### config.mk
export PLATFORM = sky130hd
export DESIGN_NAME = link_operation_control
export DESIGN_NICKNAME = d
export VERILOG_FILES = /design/src/include/link_ctrl_pkg.sv /design/src/verilog/link_operation_control.sv
export SDC_FILE = /design/constraint.sdc
export NUM_CORES = 1
export LEC_CHECK = 0
export BUFFER_PORTS_ARGS = -buffer_cell sky130_fd_sc_hd__buf_4
export CAP_MARGIN = 40
export CORE_MARGIN = 8
export CORE_UTILIZATION = 50
export DETAILED_ROUTE_END_ITERATION = 10
export GPL_TIMING_DRIVEN = 0
export PLACE_DENSITY = 0.75
export REMOVE_ABC_BUFFERS = 1
export SETUP_SLACK_MARGIN = 0.5
export SLEW_MARGIN = 20
export SYNTH_ARGS = -nofsm -noshare
export SYNTH_HDL_FRONTEND = slang
export SYNTH_SLANG_ARGS = --single-unit
### constraint.sdc
create_clock -name clock -period 4.7 [get_ports clock]
set_clock_uncertainty 0.1 [all_clocks]
set_input_delay 0.235 -clock clock [delete_from_list [all_inputs] [get_ports clock]]
set_output_delay 0.235 -clock clock [all_outputs]
set_load 0.005 [all_outputs]
### src/include/link_ctrl_pkg.sv
// link_ctrl_pkg: offsets, field positions, reset values and carrier types
// of the link operation control block.
// assumes one 50 MHz clock domain; the receive side delivers quadlets
// already classified by packet kind on the same clock.
package link_ctrl_pkg;

    // register byte offsets on the apb
    localparam logic [7:0] node_address_offset = 8'h04;
    localparam logic [7:0] link_operation_control_offset = 8'h08;
    localparam logic [7:0] link_status_offset = 8'h0C;

    // reset values
    localparam logic [31:0] link_operation_control_reset = 32'h00000000;
    localparam logic [5:0] node_number_reset = 6'h00;

    // node-address register field
    localparam int node_number_lsb = 10;

    // control register bit positions
    localparam int node_id_valid_bit = 0;
    localparam int receive_self_identification_bit = 1;
    localparam int force_busy_ack_bit = 2;
    localparam int receive_all_isochronous_bit = 3;
    localparam int receive_cycle_start_packets_bit = 4;
    localparam int async_transmit_enable_bit = 5;
    localparam int async_receive_enable_bit = 6;
    localparam int isochronous_receive_enable_bit = 8;

    // control bits that software may store
    localparam logic [31:0] control_write_mask = 32'h0000017F;

    // status register bit positions
    localparam int status_buffer_valid_bit = 0;
    localparam int status_buffer_full_bit = 1;
    localparam int status_pair_pending_bit = 2;

    // node address that is always accepted
    localparam logic [5:0] broadcast_node = 6'h3F;

    // status tags stored with self-identification data
    localparam logic [3:0] self_id_good_tag = 4'h1;
    localparam logic [3:0] self_id_bad_tag = 4'hD;
    // tag stored with every other quadlet
    localparam logic [3:0] plain_tag = 4'h0;

    // kinds of packet arriving from the physical layer
    typedef enum logic [2:0] {
        kind_async,
        kind_isochronous,
        kind_cycle_start,
        kind_self_id,
        kind_link_on,
        kind_phy_config
    } packet_kind_t;

    // one received quadlet with its framing
    typedef struct packed {
        logic [31:0] data;
        packet_kind_t kind;
        logic [5:0] dest_node;
        logic first;
        logic last;
    } rx_quadlet_t;

    // one entry of the general receive fifo
    typedef struct packed {
        logic [3:0] tag;
        logic [31:0] data;
    } fifo_word_t;

endpackage

### src/verilog/link_operation_control.sv
// link_operation_control: control register, receive acceptance, ack
// choice and the two-entry buffer in front of the general receive fifo.
// assumes the receive quadlet stream, bus reset pulse and the fifo drain
// all run on clock; software reaches the registers over apb.
`timescale 1ns/100ps

module link_operation_control
(
    input wire logic clock,
    input wire logic nrst,
    // apb slave
    input wire logic psel,
    input wire logic penable,
    input wire logic pwrite,
    input wire logic [7:0] paddr,
    input wire logic [31:0] pwdata,
    output logic [31:0] prdata,
    output logic pready,
    output logic pslverr,
    // receive quadlets from the physical-layer side
    input wire logic rx_valid,
    input wire link_ctrl_pkg::rx_quadlet_t rx_quadlet,
    output logic rx_ready,
    input wire logic bus_reset,
    // ack choice for a received async packet
    output logic ack_busy,
    output logic ack_complete,
    // transmitter gates
    output logic async_tx_allowed,
    // general receive fifo side
    output logic fifo_valid,
    output link_ctrl_pkg::fifo_word_t fifo_word,
    input wire logic fifo_ready
);

    logic [31:0] link_operation_control;
    logic [5:0] node_number;
    logic pkt_store;
    logic pkt_first_only;
    logic pkt_ack_busy;
    logic pkt_ack_done;
    logic pair_pending;
    logic [31:0] pair_first;
    logic skid_valid;
    link_ctrl_pkg::fifo_word_t skid_word;

    // control bit views
    wire node_id_valid =
        link_operation_control[link_ctrl_pkg::node_id_valid_bit];
    wire receive_self_identification =
        link_operation_control[link_ctrl_pkg::receive_self_identification_bit];
    wire force_busy_ack =
        link_operation_control[link_ctrl_pkg::force_busy_ack_bit];
    wire receive_all_isochronous =
        link_operation_control[link_ctrl_pkg::receive_all_isochronous_bit];
    wire receive_cycle_start_packets =
        link_operation_control[link_ctrl_pkg::receive_cycle_start_packets_bit];
    wire async_transmit_enable =
        link_operation_control[link_ctrl_pkg::async_transmit_enable_bit];
    wire async_receive_enable =
        link_operation_control[link_ctrl_pkg::async_receive_enable_bit];
    wire isochronous_receive_enable =
        link_operation_control[link_ctrl_pkg::isochronous_receive_enable_bit];

    // apb decode
    wire apb_setup = psel && !penable;
    wire apb_done = psel && penable && pready;
    wire hit_node = paddr == link_ctrl_pkg::node_address_offset;
    wire hit_control = paddr == link_ctrl_pkg::link_operation_control_offset;
    wire hit_status = paddr == link_ctrl_pkg::link_status_offset;
    wire hit_any = hit_node || hit_control || hit_status;
    wire write_node = apb_done && pwrite && hit_node;
    wire write_control = apb_done && pwrite && hit_control;

    // read data mux
    wire [31:0] status_word = {29'h00000000, pair_pending, skid_valid,
        fifo_valid};
    wire [31:0] node_word = {16'h0000, node_number, 10'h000};
    wire [31:0] read_word = hit_control ? link_operation_control :
        hit_node ? node_word :
        hit_status ? status_word : 32'h00000000;

    // next control value: software write, then bus reset clears the two async enables
    wire [31:0] written_control = write_control ?
        (pwdata & link_ctrl_pkg::control_write_mask) : link_operation_control;
    wire [31:0] bus_reset_clear =
        (32'h00000001 << link_ctrl_pkg::async_transmit_enable_bit) |
        (32'h00000001 << link_ctrl_pkg::async_receive_enable_bit);
    wire [31:0] next_link_operation_control = bus_reset ?
        (written_control & ~bus_reset_clear) : written_control;

    // destination matching of the arriving quadlet
    wire rx_take = rx_valid && rx_ready;
    wire is_broadcast =
        rx_quadlet.dest_node == link_ctrl_pkg::broadcast_node;
    wire is_own = node_id_valid &&
        rx_quadlet.dest_node == node_number;
    wire kind_async = rx_quadlet.kind == link_ctrl_pkg::kind_async;
    wire kind_iso = rx_quadlet.kind == link_ctrl_pkg::kind_isochronous;
    wire kind_cycle = rx_quadlet.kind == link_ctrl_pkg::kind_cycle_start;
    wire kind_sid = rx_quadlet.kind == link_ctrl_pkg::kind_self_id;
    wire kind_phy_short = rx_quadlet.kind == link_ctrl_pkg::kind_link_on ||
        rx_quadlet.kind == link_ctrl_pkg::kind_phy_config;

    // async acceptance and busy decision at the first quadlet
    wire async_for_us = kind_async && async_receive_enable &&
        (is_broadcast || is_own);
    wire async_addressed = async_for_us && !is_broadcast;
    wire async_busy = async_addressed &&
        (force_busy_ack || skid_valid);
    wire iso_accept = kind_iso && isochronous_receive_enable &&
        receive_all_isochronous;
    wire cycle_accept = kind_cycle && receive_cycle_start_packets;
    wire sid_accept = kind_sid && receive_self_identification;
    wire short_accept = kind_phy_short && receive_self_identification;
    wire first_store = (async_for_us && !async_busy) || iso_accept ||
        cycle_accept || short_accept;

    // per-quadlet store decision
    wire store_now = rx_quadlet.first ? first_store :
        (pkt_store && !pkt_first_only);
    wire sid_pair_end = sid_accept && pair_pending;
    wire sid_good = rx_quadlet.data == ~pair_first;
    wire [3:0] sid_tag = sid_good ? link_ctrl_pkg::self_id_good_tag :
        link_ctrl_pkg::self_id_bad_tag;
    wire push = rx_take && (kind_sid ? sid_pair_end : store_now);
    link_ctrl_pkg::fifo_word_t push_word;
    assign push_word = kind_sid ? {sid_tag, pair_first} :
        {link_ctrl_pkg::plain_tag, rx_quadlet.data};

    // ack outcome at packet end
    wire busy_end = rx_quadlet.first ? async_busy : pkt_ack_busy;
    wire done_end = rx_quadlet.first ?
        (async_addressed && !async_busy) : pkt_ack_done;
    wire packet_end = rx_take && rx_quadlet.last;

    // two-entry buffer moves
    wire out_free = !fifo_valid || fifo_ready;

    // apb response, ready in the first access cycle after setup, no wait state
    always_ff @(posedge clock or negedge nrst)
    begin
        if (!nrst)
        begin
            pready <= 1'b0;
            pslverr <= 1'b0;
            prdata <= 32'h00000000;
        end
        else
        begin
            pready <= apb_setup;
            pslverr <= apb_setup && !hit_any;
            prdata <= (apb_setup && !pwrite) ? read_word : 32'h00000000;
        end
    end

    // software registers
    always_ff @(posedge clock or negedge nrst)
    begin
        if (!nrst)
        begin
            link_operation_control <=
                link_ctrl_pkg::link_operation_control_reset;
            node_number <= link_ctrl_pkg::node_number_reset;
        end
        else
        begin
            link_operation_control <= next_link_operation_control;
            if (write_node)
            begin
                node_number <= pwdata[link_ctrl_pkg::node_number_lsb +: 6];
            end
        end
    end

    // transmit gate follows the enable
    always_ff @(posedge clock or negedge nrst)
    begin
        if (!nrst)
        begin
            async_tx_allowed <= 1'b0;
        end
        else
        begin
            async_tx_allowed <=
                next_link_operation_control
                    [link_ctrl_pkg::async_transmit_enable_bit];
        end
    end

    // packet state held from the first quadlet
    always_ff @(posedge clock or negedge nrst)
    begin
        if (!nrst)
        begin
            pkt_store <= 1'b0;
            pkt_first_only <= 1'b0;
            pkt_ack_busy <= 1'b0;
            pkt_ack_done <= 1'b0;
        end
        else if (rx_take && rx_quadlet.first)
        begin
            pkt_store <= first_store;
            pkt_first_only <= short_accept;
            pkt_ack_busy <= async_busy;
            pkt_ack_done <= async_addressed && !async_busy;
        end
    end

    // self-id pairing across the whole initialization packet
    always_ff @(posedge clock or negedge nrst)
    begin
        if (!nrst)
        begin
            pair_pending <= 1'b0;
            pair_first <= 32'h00000000;
        end
        else if (bus_reset)
        begin
            pair_pending <= 1'b0;
        end
        else if (rx_take && sid_accept)
        begin
            pair_pending <= !pair_pending;
            if (!pair_pending)
            begin
                pair_first <= rx_quadlet.data;
            end
        end
    end

    // ack pulses, one cycle at packet end
    always_ff @(posedge clock or negedge nrst)
    begin
        if (!nrst)
        begin
            ack_busy <= 1'b0;
            ack_complete <= 1'b0;
        end
        else
        begin
            ack_busy <= packet_end && kind_async && busy_end;
            ack_complete <= packet_end && kind_async && done_end;
        end
    end

    // output stage of the two-entry buffer
    always_ff @(posedge clock or negedge nrst)
    begin
        if (!nrst)
        begin
            fifo_valid <= 1'b0;
            fifo_word <= '0;
        end
        else if (out_free)
        begin
            fifo_valid <= skid_valid || push;
            if (skid_valid)
            begin
                fifo_word <= skid_word;
            end
            else if (push)
            begin
                fifo_word <= push_word;
            end
        end
    end

    // spare stage catches a word while the drain stalls
    always_ff @(posedge clock or negedge nrst)
    begin
        if (!nrst)
        begin
            skid_valid <= 1'b0;
            skid_word <= '0;
        end
        else if (out_free)
        begin
            skid_valid <= 1'b0;
        end
        else if (push)
        begin
            skid_valid <= 1'b1;
            skid_word <= push_word;
        end
    end

    // source may send only while the spare stage is empty
    always_ff @(posedge clock or negedge nrst)
    begin
        if (!nrst)
        begin
            rx_ready <= 1'b0;
        end
        else
        begin
            rx_ready <= out_free || !(skid_valid || push);
        end
    end

endmodule // link_operation_control

==> impl_metrics.py <==
metrics = {
    "outcome": {
        "run_status": "finished clean",
    },
    "routing": {
        "route.vias.total": 5013,
        "viasPerCell": 5.27,
        "antenna_violating_nets_left": 0,
        "route.detailed.drc": 0,
        "initialDrtViolationCount": 258,
        "detail_route.first_pass.iterations": 4,
        "avgRoutedWirePerCell_um": 17.1,
        "postRouteWirelength_um": 16300,
    },
    "power_and_ir_drop": {
        "power.static_leakage_nw": 4.37,
        "power_switching_mw": 0.813,
        "netSwitchingFraction_pct": 22.9,
        "power-per-cell-area_nw_per_um2": 389,
        "internal_power_mw": 2.73,
        "seq_power_share_pct": 42.8,
        "ir_drop_mv": 0.238,
        "combinationalPowerShare_pct": 17.4,
        "power.clock.fraction_pct": 39.8,
    },
    "clocking": {
        "cts-root-buf": "clkbuf_16",
        "total_clock_buffers_created_by_cts": 17,
        "post-cts-setup-buffers": 0,
        "clk_transition_reported_paths_ns": 0.06,
        "ctsHtreeMaxLevel": 4,
        "cts_tree": "yes",
        "clockBufferDepth": 2,
        "tritoncts_num_sinks": 140,
        "clock_latency_of_the_later_clocked_register_in_the_worst_skew_pair_ns": 0.41,
    },
    "grt": {
        "wire_length_of_the_first_global_routing_pass_um": 27400,
        "grt.total_usage_pct": 19.1,
        "first_global_vias": 5368,
        "number_of_antenna_violations_at_the_first_check_in_global_routing": 0,
        "maximum_number_of_pins_on_one_net_before_global_route_repair": 73,
        "grt.overflow.total": 0,
    },
    "setup_path": {
        "critPathRequiredTime_ns": 4.90,
        "crit_arrival_ns": 3.31,
        "cp_max_fo": 9,
        "startpoint_type": "flop",
        "timing.critical_path.to_type": "flop",
        "critical_path_class": "reg2reg",
    },
    "timing": {
        "finalCriticalPeriod_ns": 3.11,
        "rsz_0062_raised_after_global_routing": "false",
        "postLayoutSetupSlackWorst_ns": 1.59,
        "hold_viol": 0,
        "worstMarginPinSlew_ns": 0.698,
        "setup-tns-final_ns": 0,
        "max_freq_mhz": 321,
        "final_cycle_utilization_of_the_critical_path_pct": 66.2,
        "drv_slew": 0,
        "worst_slew_margin_rel_pct": 53.5,
        "setup_viol": 0,
    },
    "synth": {
        "synthArstFlopShare_pct": 100,
        "yosys.cell_types.count": 44,
        "synth.yosys.seq_area_share_pct": 51.3,
        "synth_top_flop_cell": "dfrtp_1",
        "mappedNetlistArea_um2": 6820,
        "synth.ff_latch_count": 140,
        "synth_warnings": 0,
        "netlist.top_cell.by_area": "dfrtp_1",
        "syn_area_per_cell_um2": 11.7,
        "ys_top_cells_by_area": "dfrtp_1 51%, mux2_2 23%, nand2_1 5.8%, xnor2_1 5.0%, buf_4 2.2%",
        "synth_common_cells": "140 x dfrtp_1, 140 x mux2_2, 106 x nand2_1",
        "syn_inst": 582,
        "synth_top_area_share_pct": 51.3,
        "synth-edff-count": 0,
    },
    "finish": {
        "area_growth_pct": 33.8,
        "num_antenna_cells": 0,
        "n_fill_cell": 975,
        "num-nets-final": 855,
        "layout_cells_sized_above_1_pct": 40.7,
    },
    "worst_hold_path": {
        "hold_path.class": "in2reg",
    },
    "floorplanning": {
        "initial_utilization_pct": 51.3,
        "die_width_um": 133,
        "core-area_um2": 13300,
        "floorplan.die_area_um2": 17600,
        "chipHeight_um": 133,
        "floorplan.rows": 42,
        "design.portCount": 166,
    },
    "placed_design": {
        "dpl_wire_length_um": 11300,
        "place_worst_setup_slack_ns": 1.49,
        "buffer_ports.inserted": 128,
        "finalWeightedCongestion": 0.826,
    },
    "flow_run": {
        "max-cap-violations": 0,
    },
}
logic make-up (layout without fill, tap and decap cells):
family          count (synthesis)  in the layout  share of synthesized area [%]
simple gates                  184            184                           12.7
compound gates                 24             24                           2.68
buf+inv                        46            222                           3.96
other cells                     1             19                         0.0550
xor+xnor                       39             39                           5.01
flops                         140            140                           51.3
mux                           148            148                           24.3
critical path, stage by stage (launching register included):
cell      delay [ns]
dfrtp_1         0.36
or4b_4          0.50
or4_4           0.57
a311oi_4        0.68
buf_6           0.25
buf_6           0.17
mux2_2          0.35
worst paths after layout:
check                                                from            end  slack, ns  depth (start not counted)
max in group asynchronous                            nrst  fifo_word[19]       3.50                          3
worst min register to register               skid_word[2]   skid_word[2]       0.40                          1
worst min-delay path                                 psel         pready       0.03                          3
worst max-delay path            link_operation_control[6]  skid_word[13]       1.59                          6
min in group asynchronous                            nrst      prdata[5]       0.27                          2
worst max register to register  link_operation_control[6]  skid_word[13]       1.59                          6
power by group through the flow:
| stage | sequential (mW) | clock [mW] | combinational [mW] |
|---|---|---|---|
| finish | 1.52 | 1.41 | 0.617 |
| CTS | 1.52 | 1.45 | 0.628 |
| global route | 1.55 | 1.50 | 0.675 |
| detailed placement | 1.54 | 0 | 0.592 |
| global placement | 1.52 | 0 | 0.562 |
| floorplan | 1.51 | 0 | 0.270 |
cell type report:
type,instances,area [um2],area share [%]
Multi-Input combinational cell,414,3130,34.3
Timing Repair Buffer,188,1640,18.0
Inverter,3,11.3,0.123
Sequential cell,140,3500,38.4
Tap cell,176,220,2.41
Clock inverter,7,135,1.48
Clock buffer,24,492,5.39
routing by layer:
layer	vias up	GRT usage [%]	share of wire, %
met1	2458	23.4	42
met5	-	0	0
met4	0	6.50	1.7
met3	26	6.13	7.6
li1	2344	-	-
met2	185	30.9	48
placed cells by master, fill, tap and decap left out, types with 4 or more instances in the layout:
master and count:
xnor2_1 39, clkbuf_8 4, dfrtp_1 140, conb_1 19, o21ai_0 5, bufinv_16 4
mux2i_1 6, buf_6 5, mux2_2 140, dlygate4sd3_1 50, clkbuf_16 17, nand2_1 105
buf_4 127, and2_1 12, nor2_1 18, and3_1 5, nand2b_1 5, nor4_1 9
nand4_1 7, nand3_1 6
sequential cells by signal (all words and copies together), names as in the netlist, 6 cells and up:
name and flops:
fifo_word 34, link_operation_control 8, node_number 6, pair_first 32, prdata 14, skid_word 34
timing repair:
action / CTS / global route
hold buffers: 50 / 0
gates resized for setup: 0 / 0
hold endpoints to repair: 121 / 0
through the flow:
step                instance area (um2)  hold slack, ns  power, mW  cells  utilization (%)
detailed placement                 8000           0.135       2.13    871             60.2
global route                       9130          0.0111       3.72    952             68.7
floorplan                          6630          -0.161       1.78    557                -
finish                             9130          0.0287       3.55    952             68.7
global placement                   7810           0.326       2.08    861             58.8
CTS                                9130        0.000872       3.59    952             68.7
Note: power is estimated with default switching activity, not from simulation.
